==> src/common/gpbcd_pkg.sv <==
`default_nettype none
package gpbcd_pkg;
   // register indices; byte address is four times the index
   localparam int unsigned IDX_ONE_DATA = 1;
   localparam int unsigned IDX_TWO_DATA = 2;
   localparam int unsigned IDX_THREE_DATA = 3;
   localparam int unsigned IDX_ONE_DIR = 5;
   localparam int unsigned IDX_TWO_DIR = 6;
   localparam int unsigned IDX_THREE_DIR = 7;
   localparam int unsigned IDX_CTRL = 8;
   localparam int unsigned ADDR_SHIFT = 2;
   // port widths
   localparam int unsigned ONE_W = 8;
   localparam int unsigned TWO_W = 7;
   localparam int unsigned THREE_W = 8;
   localparam int unsigned ANALOG_W = 4;
   localparam int unsigned CTRL_W = 7;
   // control register field positions
   localparam int unsigned CTRL_ADC_EN = 0;
   localparam int unsigned CTRL_ADC_CH_LO = 1;
   localparam int unsigned CTRL_S1_EN = 3;
   localparam int unsigned CTRL_S1_MASTER = 4;
   localparam int unsigned CTRL_S2_EN = 5;
   localparam int unsigned CTRL_S2_MASTER = 6;
   // third port pin positions
   localparam int unsigned PIN_S1_SELECT = 2;
   localparam int unsigned PIN_S2_SELECT = 5;
   // values after reset
   localparam logic [7:0] ONE_DIR_RST = 8'h00;
   localparam logic [6:0] TWO_DIR_RST = 7'h00;
   localparam logic [7:0] THREE_DIR_RST = 8'h00;
   localparam logic [6:0] CTRL_RST = 7'h00;
   // bus response codes
   localparam logic [1:0] RESP_OKAY = 2'h0;
   localparam logic [1:0] RESP_SLVERR = 2'h2;
   // synchroniser depth in cycles
   localparam int unsigned SYNC_STAGES = 2;
   // register selected by a bus address
   typedef enum logic [2:0] {
      SEL_NONE, SEL_ONE_DATA, SEL_TWO_DATA, SEL_THREE_DATA,
      SEL_ONE_DIR, SEL_TWO_DIR, SEL_THREE_DIR, SEL_CTRL
   } gpbcd_sel_t;
   // write channel states
   typedef enum logic {WR_IDLE, WR_RESP} gpbcd_wr_st_t;
   // read channel states
   typedef enum logic {RD_IDLE, RD_RESP} gpbcd_rd_st_t;
endpackage : gpbcd_pkg
`default_nettype wire

==> src/logic/gpbcd_sync.sv <==
`timescale 1ns/1ps
`default_nettype none
// two-flop synchroniser for a bundle of pin levels
module gpbcd_sync #(
   parameter int unsigned W = 8
) (
   // clock and reset
   input wire logic clk_i,
   input wire logic reset_i,
   // asynchronous levels in, synchronised levels out
   input wire logic [W-1:0] async_i,
   output logic [W-1:0] sync_o
);
   // first stage, read only by the second
   logic [W-1:0] meta_r;
   // second stage
   logic [W-1:0] sync_r;

   // both stages clear on reset
   always_ff @(posedge clk_i or posedge reset_i) begin
      if (reset_i) begin
         meta_r <= '0;
         sync_r <= '0;
      end else begin
         meta_r <= async_i;
         sync_r <= meta_r;
      end
   end

   assign sync_o = sync_r;
endmodule : gpbcd_sync
`default_nettype wire

==> src/logic/gpbcd_pin_mux.sv <==
`timescale 1ns/1ps
`default_nettype none
// per-pin drive and read selection for one port
module gpbcd_pin_mux #(
   parameter int unsigned W = 8
) (
   // port registers
   input wire logic [W-1:0] latch_i,
   input wire logic [W-1:0] dir_i,
   // synchronised pin level
   input wire logic [W-1:0] pin_i,
   // peripheral claim and its drive
   input wire logic [W-1:0] own_i,
   input wire logic [W-1:0] per_out_i,
   input wire logic [W-1:0] per_oe_i,
   // analog claim forces input
   input wire logic [W-1:0] analog_i,
   // pin drive and bus read value
   output logic [W-1:0] out_o,
   output logic [W-1:0] oe_o,
   output logic [W-1:0] rd_o
);
   // one identical slice per pin
   for (genvar i = 0; i < W; i++) begin : g_pin
      // analog claim wins, then peripheral, then direction bit
      assign oe_o[i] = analog_i[i] ? 1'b0 :
                       own_i[i] ? per_oe_i[i] :
                       dir_i[i];
      // driven value follows the owner
      assign out_o[i] = own_i[i] ? per_out_i[i] : latch_i[i];
      // direction bit always picks latch or pin for reads
      assign rd_o[i] = dir_i[i] ? latch_i[i] : pin_i[i];
   end
endmodule : gpbcd_pin_mux
`default_nettype wire

==> src/logic/gpbcd_ports.sv <==
// The AXI4-Lite interface to the registers was left to the implementer.
`timescale 1ns/1ps
`default_nettype none
module gpbcd_ports #(
   parameter int unsigned ADDR_W = 8
) (
   // clock and reset
   input wire logic CLK_I,
   input wire logic RESET_I,
   // axi4-lite write address
   input wire logic AXI_AWVALID_I,
   output logic AXI_AWREADY_O,
   input wire logic [ADDR_W-1:0] AXI_AWADDR_I,
   // axi4-lite write data
   input wire logic AXI_WVALID_I,
   output logic AXI_WREADY_O,
   input wire logic [31:0] AXI_WDATA_I,
   input wire logic [3:0] AXI_WSTRB_I,
   // axi4-lite write response
   output logic AXI_BVALID_O,
   input wire logic AXI_BREADY_I,
   output logic [1:0] AXI_BRESP_O,
   // axi4-lite read address
   input wire logic AXI_ARVALID_I,
   output logic AXI_ARREADY_O,
   input wire logic [ADDR_W-1:0] AXI_ARADDR_I,
   // axi4-lite read data
   output logic AXI_RVALID_O,
   input wire logic AXI_RREADY_I,
   output logic [31:0] AXI_RDATA_O,
   output logic [1:0] AXI_RRESP_O,
   // first port pins
   input wire logic [7:0] ONE_PIN_I,
   output logic [7:0] ONE_PIN_O,
   output logic [7:0] ONE_PIN_OE_O,
   // pins handed to the analog converter
   output logic [3:0] ANALOG_CHANNEL_PINS_O,
   // second port pins
   input wire logic [6:0] TWO_PIN_I,
   output logic [6:0] TWO_PIN_O,
   output logic [6:0] TWO_PIN_OE_O,
   // third port pins
   input wire logic [7:0] THREE_PIN_I,
   output logic [7:0] THREE_PIN_O,
   output logic [7:0] THREE_PIN_OE_O,
   // serial interface drive per third-port pin
   input wire logic [7:0] SERIAL_OUT_I,
   input wire logic [7:0] SERIAL_OE_I,
   // serial interface view of pins and enables
   output logic [7:0] SERIAL_IN_O,
   output logic SERIAL_ENABLE_O,
   output logic SERIAL_MASTER_MODE_O,
   output logic SERIAL2_ENABLE_O,
   output logic SERIAL2_MASTER_MODE_O
);
   // whole state of the block
   typedef struct packed {
      gpbcd_pkg::gpbcd_wr_st_t wst;   // write channel state
      gpbcd_pkg::gpbcd_rd_st_t rst;   // read channel state
      logic aw_got;                    // write address held
      logic w_got;                     // write data held
      logic [ADDR_W-1:0] aw_addr;      // held write address
      logic [7:0] w_data;              // held write byte
      logic w_en;                      // held lane-0 strobe
      logic awready;
      logic wready;
      logic bvalid;
      logic [1:0] bresp;
      logic arready;
      logic rvalid;
      logic [1:0] rresp;
      logic [31:0] rdata;
      logic [7:0] one_latch;           // first port latches
      logic [7:0] one_dir;             // first port directions
      logic [6:0] two_latch;           // second port latches
      logic [6:0] two_dir;             // second port directions
      logic [7:0] three_latch;         // third port latches
      logic [7:0] three_dir;           // third port directions
      logic [6:0] ctrl;                // converter and serial control
      logic [7:0] one_out;             // registered pin drives
      logic [7:0] one_oe;
      logic [6:0] two_out;
      logic [6:0] two_oe;
      logic [7:0] three_out;
      logic [7:0] three_oe;
      logic [3:0] analog;
      logic [7:0] ser_in;
   } gpbcd_state_t;

   // current and next state
   gpbcd_state_t st_r;
   gpbcd_state_t st_nxt;

   // synchronised pin levels
   logic [7:0] one_pin;
   logic [6:0] two_pin;
   logic [7:0] three_pin;
   // analog and serial claims
   logic [7:0] one_analog;
   logic [7:0] three_own;
   // pin mux results
   logic [7:0] one_out;
   logic [7:0] one_oe;
   logic [7:0] one_rd;
   logic [6:0] two_out;
   logic [6:0] two_oe;
   logic [6:0] two_rd;
   logic [7:0] three_out;
   logic [7:0] three_oe;
   logic [7:0] three_rd;
   // decoded control fields
   logic adc_en;
   logic [1:0] adc_ch;
   logic s1_en;
   logic s1_master;
   logic s2_en;
   logic s2_master;

   // map a byte address onto a register
   function automatic gpbcd_pkg::gpbcd_sel_t decode(
      input logic [ADDR_W-1:0] addr
   );
      logic [ADDR_W-1:0] idx;
      idx = addr >> gpbcd_pkg::ADDR_SHIFT;
      if (addr[1:0] != 2'h0) begin
         decode = gpbcd_pkg::SEL_NONE;
      end else if (idx == ADDR_W'(gpbcd_pkg::IDX_ONE_DATA)) begin
         decode = gpbcd_pkg::SEL_ONE_DATA;
      end else if (idx == ADDR_W'(gpbcd_pkg::IDX_TWO_DATA)) begin
         decode = gpbcd_pkg::SEL_TWO_DATA;
      end else if (idx == ADDR_W'(gpbcd_pkg::IDX_THREE_DATA)) begin
         decode = gpbcd_pkg::SEL_THREE_DATA;
      end else if (idx == ADDR_W'(gpbcd_pkg::IDX_ONE_DIR)) begin
         decode = gpbcd_pkg::SEL_ONE_DIR;
      end else if (idx == ADDR_W'(gpbcd_pkg::IDX_TWO_DIR)) begin
         decode = gpbcd_pkg::SEL_TWO_DIR;
      end else if (idx == ADDR_W'(gpbcd_pkg::IDX_THREE_DIR)) begin
         decode = gpbcd_pkg::SEL_THREE_DIR;
      end else if (idx == ADDR_W'(gpbcd_pkg::IDX_CTRL)) begin
         decode = gpbcd_pkg::SEL_CTRL;
      end else begin
         decode = gpbcd_pkg::SEL_NONE;
      end
   endfunction : decode

   // pin level synchronisers
   gpbcd_sync #(.W(gpbcd_pkg::ONE_W)) u_sync_one (
      .clk_i(CLK_I),
      .reset_i(RESET_I),
      .async_i(ONE_PIN_I),
      .sync_o(one_pin)
   );
   gpbcd_sync #(.W(gpbcd_pkg::TWO_W)) u_sync_two (
      .clk_i(CLK_I),
      .reset_i(RESET_I),
      .async_i(TWO_PIN_I),
      .sync_o(two_pin)
   );
   gpbcd_sync #(.W(gpbcd_pkg::THREE_W)) u_sync_three (
      .clk_i(CLK_I),
      .reset_i(RESET_I),
      .async_i(THREE_PIN_I),
      .sync_o(three_pin)
   );

   // control fields
   assign adc_en = st_r.ctrl[gpbcd_pkg::CTRL_ADC_EN];
   assign adc_ch = st_r.ctrl[gpbcd_pkg::CTRL_ADC_CH_LO +: 2];
   assign s1_en = st_r.ctrl[gpbcd_pkg::CTRL_S1_EN];
   assign s1_master = st_r.ctrl[gpbcd_pkg::CTRL_S1_MASTER];
   assign s2_en = st_r.ctrl[gpbcd_pkg::CTRL_S2_EN];
   assign s2_master = st_r.ctrl[gpbcd_pkg::CTRL_S2_MASTER];

   // one-hot analog claim on the low four pins only
   assign one_analog = adc_en ? (8'h01 << adc_ch) : 8'h00;

   // serial claims: pins 0-3 first interface, 4-7 second
   always_comb begin
      three_own = {{4{s2_en}}, {4{s1_en}}};
      // select pins are released in master mode
      three_own[gpbcd_pkg::PIN_S1_SELECT] = s1_en && !s1_master;
      three_own[gpbcd_pkg::PIN_S2_SELECT] = s2_en && !s2_master;
   end

   // first port: analog claim, no serial
   gpbcd_pin_mux #(.W(gpbcd_pkg::ONE_W)) u_mux_one (
      .latch_i(st_r.one_latch),
      .dir_i(st_r.one_dir),
      .pin_i(one_pin),
      .own_i(8'h00),
      .per_out_i(8'h00),
      .per_oe_i(8'h00),
      .analog_i(one_analog),
      .out_o(one_out),
      .oe_o(one_oe),
      .rd_o(one_rd)
   );
   // second port: plain pins
   gpbcd_pin_mux #(.W(gpbcd_pkg::TWO_W)) u_mux_two (
      .latch_i(st_r.two_latch),
      .dir_i(st_r.two_dir),
      .pin_i(two_pin),
      .own_i(7'h00),
      .per_out_i(7'h00),
      .per_oe_i(7'h00),
      .analog_i(7'h00),
      .out_o(two_out),
      .oe_o(two_oe),
      .rd_o(two_rd)
   );
   // third port: serial claims
   gpbcd_pin_mux #(.W(gpbcd_pkg::THREE_W)) u_mux_three (
      .latch_i(st_r.three_latch),
      .dir_i(st_r.three_dir),
      .pin_i(three_pin),
      .own_i(three_own),
      .per_out_i(SERIAL_OUT_I),
      .per_oe_i(SERIAL_OE_I),
      .analog_i(8'h00),
      .out_o(three_out),
      .oe_o(three_oe),
      .rd_o(three_rd)
   );

   // next-state logic: bus slave, registers, pin drives
   always_comb begin
      logic aw_hs;
      logic w_hs;
      logic ar_hs;
      logic [ADDR_W-1:0] waddr;
      logic [7:0] wbyte;
      logic wlane;
      gpbcd_pkg::gpbcd_sel_t wsel;
      gpbcd_pkg::gpbcd_sel_t rsel;
      aw_hs = AXI_AWVALID_I && st_r.awready;
      w_hs = AXI_WVALID_I && st_r.wready;
      ar_hs = AXI_ARVALID_I && st_r.arready;
      waddr = aw_hs ? AXI_AWADDR_I : st_r.aw_addr;
      wbyte = w_hs ? AXI_WDATA_I[7:0] : st_r.w_data;
      wlane = w_hs ? AXI_WSTRB_I[0] : st_r.w_en;
      wsel = decode(waddr);
      rsel = decode(AXI_ARADDR_I);
      st_nxt = st_r;
      // pin drives registered every cycle
      st_nxt.one_out = one_out;
      st_nxt.one_oe = one_oe;
      st_nxt.two_out = two_out;
      st_nxt.two_oe = two_oe;
      st_nxt.three_out = three_out;
      st_nxt.three_oe = three_oe;
      st_nxt.analog = one_analog[3:0];
      st_nxt.ser_in = three_pin;
      // write channel
      case (st_r.wst)
         gpbcd_pkg::WR_IDLE: begin
            // capture address and data in either order
            if (aw_hs) begin
               st_nxt.aw_got = 1'b1;
               st_nxt.aw_addr = AXI_AWADDR_I;
               st_nxt.awready = 1'b0;
            end
            if (w_hs) begin
               st_nxt.w_got = 1'b1;
               st_nxt.w_data = AXI_WDATA_I[7:0];
               st_nxt.w_en = AXI_WSTRB_I[0];
               st_nxt.wready = 1'b0;
            end
            // both present: perform write and answer
            if ((aw_hs || st_r.aw_got) && (w_hs || st_r.w_got)) begin
               st_nxt.aw_got = 1'b0;
               st_nxt.w_got = 1'b0;
               st_nxt.awready = 1'b0;
               st_nxt.wready = 1'b0;
               st_nxt.bvalid = 1'b1;
               st_nxt.bresp = gpbcd_pkg::RESP_OKAY;
               st_nxt.wst = gpbcd_pkg::WR_RESP;
               // latches load whatever the direction bits
               if (wsel == gpbcd_pkg::SEL_NONE) begin
                  st_nxt.bresp = gpbcd_pkg::RESP_SLVERR;
               end else if (!wlane) begin
                  st_nxt.bresp = gpbcd_pkg::RESP_OKAY;
               end else if (wsel == gpbcd_pkg::SEL_ONE_DATA) begin
                  st_nxt.one_latch = wbyte;
               end else if (wsel == gpbcd_pkg::SEL_TWO_DATA) begin
                  st_nxt.two_latch = wbyte[6:0];
               end else if (wsel == gpbcd_pkg::SEL_THREE_DATA) begin
                  st_nxt.three_latch = wbyte;
               end else if (wsel == gpbcd_pkg::SEL_ONE_DIR) begin
                  st_nxt.one_dir = wbyte;
               end else if (wsel == gpbcd_pkg::SEL_TWO_DIR) begin
                  st_nxt.two_dir = wbyte[6:0];
               end else if (wsel == gpbcd_pkg::SEL_THREE_DIR) begin
                  st_nxt.three_dir = wbyte;
               end else begin
                  st_nxt.ctrl = wbyte[6:0];
               end
            end
         end
         gpbcd_pkg::WR_RESP: begin
            // hold response until taken
            if (AXI_BREADY_I) begin
               st_nxt.bvalid = 1'b0;
               st_nxt.awready = 1'b1;
               st_nxt.wready = 1'b1;
               st_nxt.wst = gpbcd_pkg::WR_IDLE;
            end
         end
         default: begin
            st_nxt.wst = gpbcd_pkg::WR_IDLE;
         end
      endcase
      // read channel
      case (st_r.rst)
         gpbcd_pkg::RD_IDLE: begin
            if (ar_hs) begin
               st_nxt.arready = 1'b0;
               st_nxt.rvalid = 1'b1;
               st_nxt.rresp = gpbcd_pkg::RESP_OKAY;
               st_nxt.rdata = 32'h0000_0000;
               st_nxt.rst = gpbcd_pkg::RD_RESP;
               // data reads pick latch or pin per direction bit
               if (rsel == gpbcd_pkg::SEL_ONE_DATA) begin
                  st_nxt.rdata[7:0] = one_rd;
               end else if (rsel == gpbcd_pkg::SEL_TWO_DATA) begin
                  st_nxt.rdata[6:0] = two_rd;
               end else if (rsel == gpbcd_pkg::SEL_THREE_DATA) begin
                  st_nxt.rdata[7:0] = three_rd;
               end else if (rsel == gpbcd_pkg::SEL_ONE_DIR) begin
                  st_nxt.rdata[7:0] = st_r.one_dir;
               end else if (rsel == gpbcd_pkg::SEL_TWO_DIR) begin
                  st_nxt.rdata[6:0] = st_r.two_dir;
               end else if (rsel == gpbcd_pkg::SEL_THREE_DIR) begin
                  st_nxt.rdata[7:0] = st_r.three_dir;
               end else if (rsel == gpbcd_pkg::SEL_CTRL) begin
                  st_nxt.rdata[6:0] = st_r.ctrl;
               end else begin
                  st_nxt.rresp = gpbcd_pkg::RESP_SLVERR;
               end
            end
         end
         gpbcd_pkg::RD_RESP: begin
            // hold data until taken
            if (AXI_RREADY_I) begin
               st_nxt.rvalid = 1'b0;
               st_nxt.arready = 1'b1;
               st_nxt.rst = gpbcd_pkg::RD_IDLE;
            end
         end
         default: begin
            st_nxt.rst = gpbcd_pkg::RD_IDLE;
         end
      endcase
   end

   // state register; port latches keep their value through reset
   always_ff @(posedge CLK_I or posedge RESET_I) begin
      if (RESET_I) begin
         st_r.wst <= gpbcd_pkg::WR_IDLE;
         st_r.rst <= gpbcd_pkg::RD_IDLE;
         st_r.aw_got <= 1'b0;
         st_r.w_got <= 1'b0;
         st_r.aw_addr <= '0;
         st_r.w_data <= 8'h00;
         st_r.w_en <= 1'b0;
         st_r.awready <= 1'b1;
         st_r.wready <= 1'b1;
         st_r.bvalid <= 1'b0;
         st_r.bresp <= gpbcd_pkg::RESP_OKAY;
         st_r.arready <= 1'b1;
         st_r.rvalid <= 1'b0;
         st_r.rresp <= gpbcd_pkg::RESP_OKAY;
         st_r.rdata <= 32'h0000_0000;
         st_r.one_dir <= gpbcd_pkg::ONE_DIR_RST;
         st_r.two_dir <= gpbcd_pkg::TWO_DIR_RST;
         st_r.three_dir <= gpbcd_pkg::THREE_DIR_RST;
         st_r.ctrl <= gpbcd_pkg::CTRL_RST;
         st_r.one_out <= 8'h00;
         st_r.one_oe <= 8'h00;
         st_r.two_out <= 7'h00;
         st_r.two_oe <= 7'h00;
         st_r.three_out <= 8'h00;
         st_r.three_oe <= 8'h00;
         st_r.analog <= 4'h0;
         st_r.ser_in <= 8'h00;
      end else begin
         st_r <= st_nxt;
      end
   end

   // outputs straight from the state register
   assign AXI_AWREADY_O = st_r.awready;
   assign AXI_WREADY_O = st_r.wready;
   assign AXI_BVALID_O = st_r.bvalid;
   assign AXI_BRESP_O = st_r.bresp;
   assign AXI_ARREADY_O = st_r.arready;
   assign AXI_RVALID_O = st_r.rvalid;
   assign AXI_RDATA_O = st_r.rdata;
   assign AXI_RRESP_O = st_r.rresp;
   assign ONE_PIN_O = st_r.one_out;
   assign ONE_PIN_OE_O = st_r.one_oe;
   assign ANALOG_CHANNEL_PINS_O = st_r.analog;
   assign TWO_PIN_O = st_r.two_out;
   assign TWO_PIN_OE_O = st_r.two_oe;
   assign THREE_PIN_O = st_r.three_out;
   assign THREE_PIN_OE_O = st_r.three_oe;
   assign SERIAL_IN_O = st_r.ser_in;
   assign SERIAL_ENABLE_O = st_r.ctrl[gpbcd_pkg::CTRL_S1_EN];
   assign SERIAL_MASTER_MODE_O = st_r.ctrl[gpbcd_pkg::CTRL_S1_MASTER];
   assign SERIAL2_ENABLE_O = st_r.ctrl[gpbcd_pkg::CTRL_S2_EN];
   assign SERIAL2_MASTER_MODE_O = st_r.ctrl[gpbcd_pkg::CTRL_S2_MASTER];
endmodule : gpbcd_ports
`default_nettype wire

==> config.mk <==
export PLATFORM = sky130hd
export DESIGN_NAME = gpbcd_ports
export DESIGN_NICKNAME = d
export VERILOG_FILES = /design/src/common/gpbcd_pkg.sv /design/src/logic/gpbcd_sync.sv /design/src/logic/gpbcd_pin_mux.sv /design/src/logic/gpbcd_ports.sv
export SDC_FILE = /design/constraint.sdc
export NUM_CORES = 1
export LEC_CHECK = 0
export BUFFER_PORTS_ARGS = -buffer_cell sky130_fd_sc_hd__buf_2
export CAP_MARGIN = 20
export CORE_UTILIZATION = 35
export DETAILED_ROUTE_END_ITERATION = 7
export GPL_TIMING_DRIVEN = 1
export MAX_ROUTING_LAYER = met4
export PLACE_DENSITY_LB_ADDON = 0.1
export SETUP_SLACK_MARGIN = 0.15
export SLEW_MARGIN = 20
export SYNTH_ARGS = -nofsm -noshare
export SYNTH_HDL_FRONTEND = slang
export SYNTH_SLANG_ARGS = --single-unit
==> constraint.sdc <==
create_clock -name CLK_I -period 6.9 [get_ports CLK_I]
set_input_delay 1.38 -clock CLK_I [delete_from_list [all_inputs] [get_ports CLK_I]]
set_output_delay 1.38 -clock CLK_I [all_outputs]
set_load 0.1 [all_outputs]
==> metrics.md, run 1 <==
| Metric | Value |
|---|---|
| F_max | `0.299 GHz` |
| Clock latency on the worst-skew pair | `0.43 ns` |
| DR iter-0 viols | `approximately 300` |
| Cell Area, Synth | `between 0.007 and 0.008 mm^2` |
| Final Max Slew Viols | `0` |
| H-tree depth | `4` |
| Setup TNS | `0 ns` |
| Startpoint Class | `input pin` |
| # rows | `54` |
| Yosys top cell by area | `dfrtp_1` |
| Crit-path cells | `buf_2, or4_1, nor3_1, nand3_1, o32ai_1, nor3_1` |
| Placeable Area | `0.0220 mm^2` |
| Crit-path max cell delay | `0.73 ns` |
| Area grow syn2layout | `12.6%` |
| CP required | `7.22 ns` |
| Dpl cells | `932` |
| Flops & latches, synth | `193` |
| Outcome | `finished, violations left` |
| Total iterations of the first detailed-routing run | `8` |
| Synth Warn # | `0` |
| Io pins | `201` |
| Worst Skew | `roughly 0.012 ns` |
| Netlist cell types | `between 50 and 60` |
| Worst path most repeated cell | `nor3_1` |
| Number of synthesized flops with an enable pin | `23` |
| Die ar. | `about 0.023 mm^2` |
| Width of the die | `152 um` |
| Detailed placement HPWL | `12.8 mm` |
| Syn_area_per_cell | `~14 um^2` |
| WP buf/inv | `1` |
| Main flop type after synthesis | `dfrtp_1` |
| Nature of the critical path endpoint | `register` |
| Met3 wirelength from detailed routing | `1.07 mm` |
| CP Max Fanout | `7` |
| Post-Layout Cell Count | `approximately 970` |
| DR vias/cell | `4.79` |
| Period utilization | `48.5%` |
| Final Wtd Congestion | `0.870` |
| Pwr per Cell Area | `317 mW/mm^2` |
| Vias in the first global route | `4,906` |
| CP arrival | `3.66 ns` |
| Endpoints failing setup | `0` |
| # hold bufs at CTS | `0` |
| Routed wl met2 | `8.11 mm` |
| Max clock buf depth | `2` |
| CTS tree | `built` |
| Slew at the pin closest to its max-slew limit | `between 0.9 and 1 ns` |
| Synth top area cells | `dfrtp_1 (53%), mux2_2 (11%), buf_4 (8.9%), edfxtp_1 (8.7%), mux2i_1 (3.4%)` |
| Max Cap Viol | `0` |
| Fin. Hold Viols | `0` |
| Hold WC Path Type | `register to register` |
| Pin count of the biggest net entering global routing | `around 110` |
| GRT overflow | `0` |
| M1 WL | `~8 mm` |
| Post-Synthesis Cells | `about 600` |
| CTS resizes | `0` |
| Root buffer cell | `clkbuf_16` |
| First-pass GRT wire length | `roughly 29 mm` |
| Seq/Total Area, Yosys | `62.6%` |
| Die height | `152 um` |
| Failing checks | `design-rule violations` |
| Routed wire length | `17.7 mm` |
| Overall Global Routing Usage | `16.8%` |
| Dpl cell area | `roughly 0.0084 mm^2` |
| Setup bufs post-CTS | `0` |
| Clock period minus worst slack | `3.35 ns` |
| Average wire per standard cell | `~18 um` |
| Initial cell density of the core | `36.0%` |
| Design area | `0.00890 mm^2` |
| Layout cells sized above 1 | `between 30% and 40%` |
| WS Path Type | `input pin to register` |
| Hold Slack | `0.347 ns` |
| DR top layer | `met4` |
| Layout Nets | `769` |
| Max VDD drop | `between 0.2 and 0.25 mV` |
| Leak pwr | `approximately 4.2 nW` |
| Via count | `between 4,000 and 5,000` |
| Cell family with most CP delay | `simple AND/OR/NAND/NOR gates` |
| # DRC | `36` |
| Clock sink count | `193` |
| CP max stage cell | `nor3_1` |
| Post-synth top area share | `52.8%` |
| Async set or reset register ratio after synthesis | `between 80% and 90%` |
| Port Buffers | `147` |
| Initial antenna violation count | `0` |
| Antenna Nets Post-Route | `0` |
| RSZ-0062 raised after global routing | `no` |
| Total CTS buffers | `17` |
| Slew margin rel. | `32.9%` |
| CTS clk-pin slew, worst paths | `around 0.080 ns` |
[layout by cell type (no fill, tap or decap), types with 3 or more instances in the layout]
master     netlist  layout
dfrtp_1        167     167
buf_2            0     147
mux2_2          76      76
mux2i_1         27      27
conb_1           1      26
o21ai_0         23      23
edfxtp_1        23      23
nand2_1         20      20
a21oi_1         19      19
clkbuf_16        0      17
nor2_1          16      16
nor2b_1          9       9
inv_1            9       8
o22ai_1          8       8
inv_6            0       8
nand3b_1         6       6
nor3b_1          6       6
nor3_1           5       5
nand2b_1         5       5
nand3_1          5       5
o2bb2ai_1        5       5
nor4_1           4       4
dfstp_2          3       3
a22o_1           3       3
clkinv_2         0       3
clkinv_4         0       3
[layer usage]
metal | track usage (%) | vias to the layer above
met5 | - | -
li1 | - | 2134
met2 | 25.0 | 167
met3 | 3.92 | 25
met4 | 6.03 | 0
met1 | 22.4 | 2295
[cells in the mapped netlist, drive strengths merged, types with 6 or more instances]
cell type and n:
dfrtp 167, buf 95, mux2 76, mux2i 27
o21ai 25, edfxtp 23, nand2 21, a21oi 19
nor2 16, clkbuf 11, inv 9, nor2b 9
o22ai 8, nand3b 6, nor3 6, nor3b 6
[power breakdown]
group          internal (W)  switching [W]  total [W]
clock network      0.000473       0.000458   0.000931
registers           0.00127      0.0000614    0.00133
logic              0.000144       0.000423   0.000567
[registers in the layout (all words and copies together), names as in the netlist, 2 cells and up]
name and cells:
ANALOG_CHANNEL_PINS_O 4, AXI_RDATA_O 8, ONE_PIN_O 8, ONE_PIN_OE_O 8
SERIAL_IN_O 8, THREE_PIN_O 8, THREE_PIN_OE_O 8, TWO_PIN_O 7
TWO_PIN_OE_O 7, adc_ch 2, st_r 67, u_sync_one.meta_r 8
u_sync_one.sync_o 8, u_sync_three.meta_r 8, u_sync_three.sync_o 8, u_sync_two.meta_r 7
u_sync_two.sync_o 7
[per-stage QoR]
stage / util, % / power, W / setup slack, ns
after floorplan: - / 0.00181 / 0.648
after global placement: 38.0 / 0.00191 / 3.10
after detailed placement: 38.0 / 0.00192 / 3.06
after CTS: 40.5 / 0.00286 / 3.52
after global routing: 40.5 / 0.00297 / 3.43
final: 40.6 / 0.00283 / 3.55
[cell type report]
class | count | area, um^2
clock inverters | 15 | 123
fillers | 2087 | 13100
inverters | 9 | 41.3
multi-input cells | 302 | 2270
clock buffers | 17 | 425
diodes | 1 | 2.50
flip-flops and latches | 193 | 4950
well taps | 280 | 350
repair buffers | 148 | 743
[worst paths after layout]
path                                         from                     end  slack, ns  depth (start not counted)
setup / recovery                  AXI_ARADDR_I[1]          AXI_RDATA_O[0]       3.55                          6
hold / removal             u_sync_three.meta_r[2]  u_sync_three.sync_o[2]       0.35                          0
setup reg to reg                     AXI_WREADY_O                st_r[80]       4.07                          5
hold reg to reg            u_sync_three.meta_r[2]  u_sync_three.sync_o[2]       0.35                          0
max in group asynchronous                 RESET_I               st_r[100]       4.48                          3
min in group asynchronous                 RESET_I    u_sync_two.meta_r[1]       1.07                          2
[kinds of logic (layout without fill, tap and decap cells)]
group,after synthesis,in the layout,share of synthesized area [%]
AOI/OAI and AO/OA,82,82,6.96
DFF,193,193,62.6
muxes,103,103,14.2
other,1,27,0.0474
buffers and inverters,115,189,9.92
and+or+nand+nor,91,91,6.28
Power figures use the tool's default switching activity.
==> run 2: changes to the inputs <==
Clock period 6.9 ns to 2.8 ns, I/O delays scaled along.
==> metrics.md, run 2 (synthesized netlist as in run 1, its figures left out) <==
| Metric | Value |
|---|---|
| Worst Skew | `0.0143 ns (+0.00263 ns)` |
| Commonest cells after routing, fill and taps aside | `dfrtp_1 (167), buf_2 (147), mux2_2 (76)` |
| Area grow syn2layout | `14.5%` |
| Placeable Area | `0.0220 mm^2 (unchanged)` |
| Max clock buf depth | `2 (unchanged)` |
| HP Start | `TWO_PIN_I[2]` |
| First-pass GRT wire length | `27.8 mm (-2.5%)` |
| Final Max Slew Viols | `0 (unchanged)` |
| WS Path Type | `register to register` |
| Leak pwr | `4.27 nW (+1.7%)` |
| Die ar. | `0.0232 mm^2 (unchanged)` |
| Clock sink count | `193 (unchanged)` |
| CP Max Fanout | `8 (+1)` |
| Hold WC Path Type | `input pin to register` |
| Width of the die | `152 um (unchanged)` |
| Nature of the critical path endpoint | `register` |
| Worst R2R End | `st_r[103]` |
| WP buf/inv | `0 (-1)` |
| Met2 Track Usage GR | `23.4% (-1.6 points)` |
| Hold depth | `1 (+1)` |
| CP arrival | `2.58 ns (-1.08 ns)` |
| Reg with most FFs | `st_r` |
| Reg2Reg Depth | `5 (unchanged)` |
| Met1 Track Usage GR | `22.5% (+0.068 points)` |
| Via count | `4,662 (+0.89%)` |
| Pwr per Cell Area | `790 mW/mm^2 (+150%)` |
| CTS clk-pin slew, worst paths | `0.08 ns (about the same)` |
| Fin. Hold Viols | `0 (unchanged)` |
| Startpoint Class | `register` |
| Final Wtd Congestion | `0.856 (-1.6%)` |
| Initial cell density of the core | `36.0% (unchanged)` |
| Worst hold endpoint | `u_sync_two.meta_r[2]` |
| GRT busiest layer | `met2` |
| Dpl cells | `942 (+1.1%)` |
| Crit-path cells | `a21oi_1, or3_1, nor3_1, nand3_1, o21ba_2` |
| Reg2reg setup slack | `0.32 ns (-3.75 ns)` |
| Flip-flop and latch area | `0.00495 mm^2 (unchanged)` |
| Setup bufs post-CTS | `0 (unchanged)` |
| DR iter-0 viols | `231 (-23%)` |
| RSZ-0062 raised after global routing | `no` |
| Fillers | `2,103 (+0.77%)` |
| Hold Slack | `0.227 ns (-0.120 ns)` |
| Detailed placement HPWL | `12.7 mm (-0.44%)` |
| Post-Layout Cell Count | `976 (+1.1%)` |
| # rows | `54 (unchanged)` |
| DR vias/cell | `4.78 (-0.25%)` |
| CP max stage cell | `dfstp_2` |
| R2R Path Start | `AXI_AWREADY_O` |
| Io pins | `201 (unchanged)` |
| # DRC | `34 (-5.6%)` |
| Clock latency on the worst-skew pair | `0.43 ns (about the same)` |
| Vias in the first global route | `4,849 (-1.2%)` |
| Slew at the pin closest to its max-slew limit | `0.957 ns (-0.0408 ns)` |
| Crit-path max cell delay | `0.61 ns (-0.12 ns)` |
| H-tree depth | `4 (unchanged)` |
| CP required | `2.90 ns (-4.32 ns)` |
| Endpoints failing setup | `0 (unchanged)` |
| Period utilization | `around nine tenths` |
| CTS resizes | `0 (unchanged)` |
| F_max | `0.403 GHz` |
| Max Cap Viol | `0 (unchanged)` |
| CTS tree | `built` |
| Clock period minus worst slack | `~2.5 ns` |
| Slew margin rel. | `36.2% (+3.3 points)` |
| Average wire per standard cell | `18.0 um (-1.9%)` |
| Commonest non-fill, non-tap cell in the layout | `dfrtp_1` |
| Layout cells sized above 1 | `40.2% (+0.87 points)` |
| Routed wire length | `17.6 mm (-0.75%)` |
| Largest register FFs | `67 (unchanged)` |
| Dpl cell area | `0.00844 mm^2 (+1.0%)` |
| Design area | `0.00906 mm^2 (+1.7%)` |
| Overall Global Routing Usage | `16.3% (-0.47 points)` |
| Failing checks | `design-rule violations` |
| GRT overflow | `0 (unchanged)` |
| # hold bufs at CTS | `0 (unchanged)` |
| Cell family with most CP delay | `simple AND/OR/NAND/NOR gates` |
| Root buffer cell | `clkbuf_16` |
| Port Buffers | `147 (unchanged)` |
| Total iterations of the first detailed-routing run | `8 (unchanged)` |
| Multi-input gate area | `0.00227 mm^2 (unchanged)` |
| Initial antenna violation count | `1 (+1)` |
| Layout Nets | `779 (+1.3%)` |
| Die height | `152 um (unchanged)` |
| Max VDD drop | `0.552 mV (+170%)` |
| Outcome | `finished, violations left` |
| Grt met3 use | `4.27% (+0.34 points)` |
| Pin count of the biggest net entering global routing | `171 (+53%)` |
| Total CTS buffers | `17 (unchanged)` |
| Antenna Nets Post-Route | `0 (unchanged)` |
==> run 2: changes by cell type in the layout (fill, tap and decap cells not counted), sizes merged <==
cell	before	now
bufinv	0	1
diode	1	2
inv	18	15
clkinvlp	0	2
buf	148	158
==> run 2: layer usage <==
layer  up-vias  part of all wire, %
met2       180                   45
met5         -                    0
met4         0                  1.7
met1      2313                   47
li1       2150                    -
met3        19                  6.2
==> run 2: worst max-delay path by stage <==
| stage | startpoint | end | slack [ns] | depth (start not counted) |
|---|---|---|---|---|
| 6_report | AXI_AWREADY_O | st_r[103] | 0.32 | 5 |
| 4_1_cts | AXI_AWREADY_O | st_r[103] | 0.34 | 5 |
| 5_1_grt | AXI_AWREADY_O | st_r[103] | 0.22 | 5 |
| 2_1_floorplan | RESET_I | st_r[103] | -1.02 | 3 |
| 3_5_place_dp | AXI_WVALID_I | st_r[108] | 0.21 | 6 |
| 3_3_place_gp | AXI_WVALID_I | st_r[107] | 0.23 | 6 |
==> run 2: layout make-up <==
cell class / instances / share of cell area, %
clock buffer: 17 / 4.70
inverter: 9 / 0.414
antenna: 2 / 0.0552
sequential: 193 / 54.6
clock inverter: 15 / 2.11
timing repair buffer: 158 / 9.17
multi-input combinational: 302 / 25.1
tap: 280 / 3.87
==> run 2: metrics by stage <==
step                      TNS [ns]  power, W  worst slack [ns]  utilization [%]
final                            0   0.00715             0.319             41.3
after global routing             0   0.00746             0.217             41.2
after CTS                        0   0.00724             0.336             41.2
after detailed placement         0   0.00473             0.213             38.4
after global placement           0   0.00470             0.234             38.4
after floorplan             -23.26   0.00446             -1.02                -
==> run 2: power breakdown <==
part           internal, W  switching (W)  leakage [nW]  total, W
Sequential         0.00312       0.000147          2.35   0.00327
Combinational     0.000359        0.00104          1.62   0.00140
Clock              0.00129        0.00119         0.297   0.00249
Total              0.00477        0.00238          4.27   0.00715
==> run 2: worst reg2reg max path, cell delays in order (launching register included) <==
cell and delay, ns:
dfstp_2 0.61, a21oi_1 0.12, or3_1 0.42, nor3_1 0.33, nand3_1 0.19, o21ba_2 0.48
==> run 3: changes to the inputs <==
Settings changed: RECOVER_POWER set to 25.
==> metrics.md, run 3 (synthesized netlist as in run 1, its figures left out) <==
| Metric | Value |
|---|---|
| Period utilization | `88.6% (unchanged)` |
| Outcome | `finished, violations left` |
| First-pass GRT wire length | `27.8 mm (unchanged)` |
| CTS resizes | `0 (unchanged)` |
| F_max | `0.403 GHz (unchanged)` |
| Post-Layout Cell Count | `976 (unchanged)` |
| Largest register FFs | `67 (unchanged)` |
| Vias in the first global route | `4,849 (unchanged)` |
| Routed wire length | `17.6 mm (about the same)` |
| Pin count of the biggest net entering global routing | `171 (unchanged)` |
| Failing checks | `design-rule violations` |
| GRT overflow | `0 (unchanged)` |
| Reg with most FFs | `st_r` |
| Commonest cells after routing, fill and taps aside | `dfrtp_1 (167), buf_2 (146), mux2_2 (76)` |
| DR vias/cell | `4.77 (-0.11%)` |
| CP Max Fanout | `8 (unchanged)` |
| # DRC | `34 (unchanged)` |
| Layout cells sized above 1 | `39.8% (-0.43 points)` |
| Setup bufs post-CTS | `0 (unchanged)` |
| Antenna Nets Post-Route | `0 (unchanged)` |
| Design area | `0.00905 mm^2 (about the same)` |
| Clock sink count | `193 (unchanged)` |
| Final Max Slew Viols | `0 (unchanged)` |
| CP required | `2.90 ns (about the same)` |
| # rows | `54 (unchanged)` |
| Slew at the pin closest to its max-slew limit | `0.958 ns (+0.000912 ns)` |
| Width of the die | `152 um (unchanged)` |
| Startpoint Class | `register` |
| Clock period minus worst slack | `2.48 ns (unchanged)` |
| Area grow syn2layout | `14.4% (about the same)` |
| DR iter-0 viols | `234 (+1.3%)` |
| Final Wtd Congestion | `0.856 (unchanged)` |
| Total iterations of the first detailed-routing run | `8 (unchanged)` |
| CTS clk-pin slew, worst paths | `0.08 ns (about the same)` |
| Setup TNS | `0 ns (unchanged)` |
| Slew margin rel. | `36.1% (-0.061 points)` |
| Fin. Hold Viols | `0 (unchanged)` |
| Worst Skew | `0.0142 ns (-0.0000121 ns)` |
| # hold bufs at CTS | `0 (unchanged)` |
| Leak pwr | `4.26 nW (-0.16%)` |
| Initial antenna violation count | `1 (unchanged)` |
| Layout Nets | `779 (unchanged)` |
| H-tree depth | `4 (unchanged)` |
| Pwr per Cell Area | `790 mW/mm^2 (about the same)` |
| Total CTS buffers | `17 (unchanged)` |
| Endpoints failing setup | `0 (unchanged)` |
| Via count | `4,657 (-0.11%)` |
| Average wire per standard cell | `18.0 um (about the same)` |
| Die ar. | `0.0232 mm^2 (unchanged)` |
| Max clock buf depth | `2 (unchanged)` |
| WS Path Type | `register to register` |
| Dpl cell area | `0.00844 mm^2 (unchanged)` |
| Detailed placement HPWL | `12.7 mm (unchanged)` |
| CTS tree | `built` |
| RSZ-0062 raised after global routing | `no` |
| Hold Slack | `0.227 ns (+0.0000640 ns)` |
| Max VDD drop | `0.552 mV (unchanged)` |
| Die height | `152 um (unchanged)` |
| Initial cell density of the core | `36.0% (unchanged)` |
| Nature of the critical path endpoint | `register` |
| Overall Global Routing Usage | `16.3% (unchanged)` |
| CP arrival | `2.58 ns (about the same)` |
| Io pins | `201 (unchanged)` |
| Port Buffers | `147 (unchanged)` |
| Placeable Area | `0.0220 mm^2 (unchanged)` |
| Clock latency on the worst-skew pair | `0.43 ns (about the same)` |
| Max Cap Viol | `0 (unchanged)` |
| Dpl cells | `942 (unchanged)` |
| Root buffer cell | `clkbuf_16` |
| Hold WC Path Type | `input pin to register` |
| Commonest non-fill, non-tap cell in the layout | `dfrtp_1` |
[run 3: cell types whose count changed in the layout (fill, tap and decap cells not counted)]
cell and change:
dfstp_2 -1, clkbuf_1 +2, buf_4 -1, clkinvlp_2 +1, clkinvlp_4 -1, dfstp_1 +1
buf_2 -1
[run 3: metal layers]
layer | GRT usage [%] | share of wire, % | vias to the layer above
met2 | 23.4 | 45 | 175
met3 | 4.27 | 6.1 | 19
met4 | 5.15 | 1.7 | 0
met5 | - | 0 | -
met1 | 22.5 | 48 | 2314
li1 | - | - | 2149
[run 3: area by class of cell]
class / count / area [um^2]
Fill cell: 2105 / 12900
Sequential cell: 193 / 4950
Multi-Input combinational cell: 302 / 2270
Timing Repair Buffer: 158 / 826
Clock buffer: 17 / 425
Tap cell: 280 / 350
Clock inverter: 15 / 191
Inverter: 9 / 35.0
Antenna cell: 2 / 5.00
[run 3: path summary, 6_finish.rpt]
path | start | to | slack, ns | cells past startpoint
worst max-delay path | AXI_AWREADY_O | st_r[103] | 0.32 | 5
worst min-delay path | TWO_PIN_I[2] | u_sync_two.meta_r[2] | 0.23 | 1
min in group asynchronous | RESET_I | u_sync_two.meta_r[1] | 0.36 | 3
worst max register to register | AXI_AWREADY_O | st_r[103] | 0.32 | 5
max in group asynchronous | RESET_I | ONE_PIN_OE_O[7] | 1.67 | 3
worst min register to register | u_sync_one.meta_r[0] | u_sync_one.sync_o[0] | 0.35 | 0
[run 3: worst max-delay path: stages (launching register included)]
cell	delay (ns)
dfstp_2	0.61
a21oi_1	0.12
or3_1	0.42
nor3_1	0.33
nand3_1	0.18
o21ba_2	0.48
[run 3: power by group]
| group | switching [W] | internal (W) | leakage (nW) |
|---|---|---|---|
| Sequential | 0.000147 | 0.00312 | 2.35 |
| Clock | 0.00119 | 0.00129 | 0.297 |
| Combinational | 0.00104 | 0.000358 | 1.61 |
[run 3: through the flow]
| stage | total power (W) | worst slack [ns] | util (%) |
|---|---|---|---|
| floorplan | 0.00446 | -1.02 | - |
| finish | 0.00715 | 0.319 | 41.2 |
| detailed placement | 0.00473 | 0.213 | 38.4 |
| global route | 0.00746 | 0.217 | 41.2 |
| global placement | 0.00470 | 0.234 | 38.4 |
| CTS | 0.00724 | 0.336 | 41.2 |
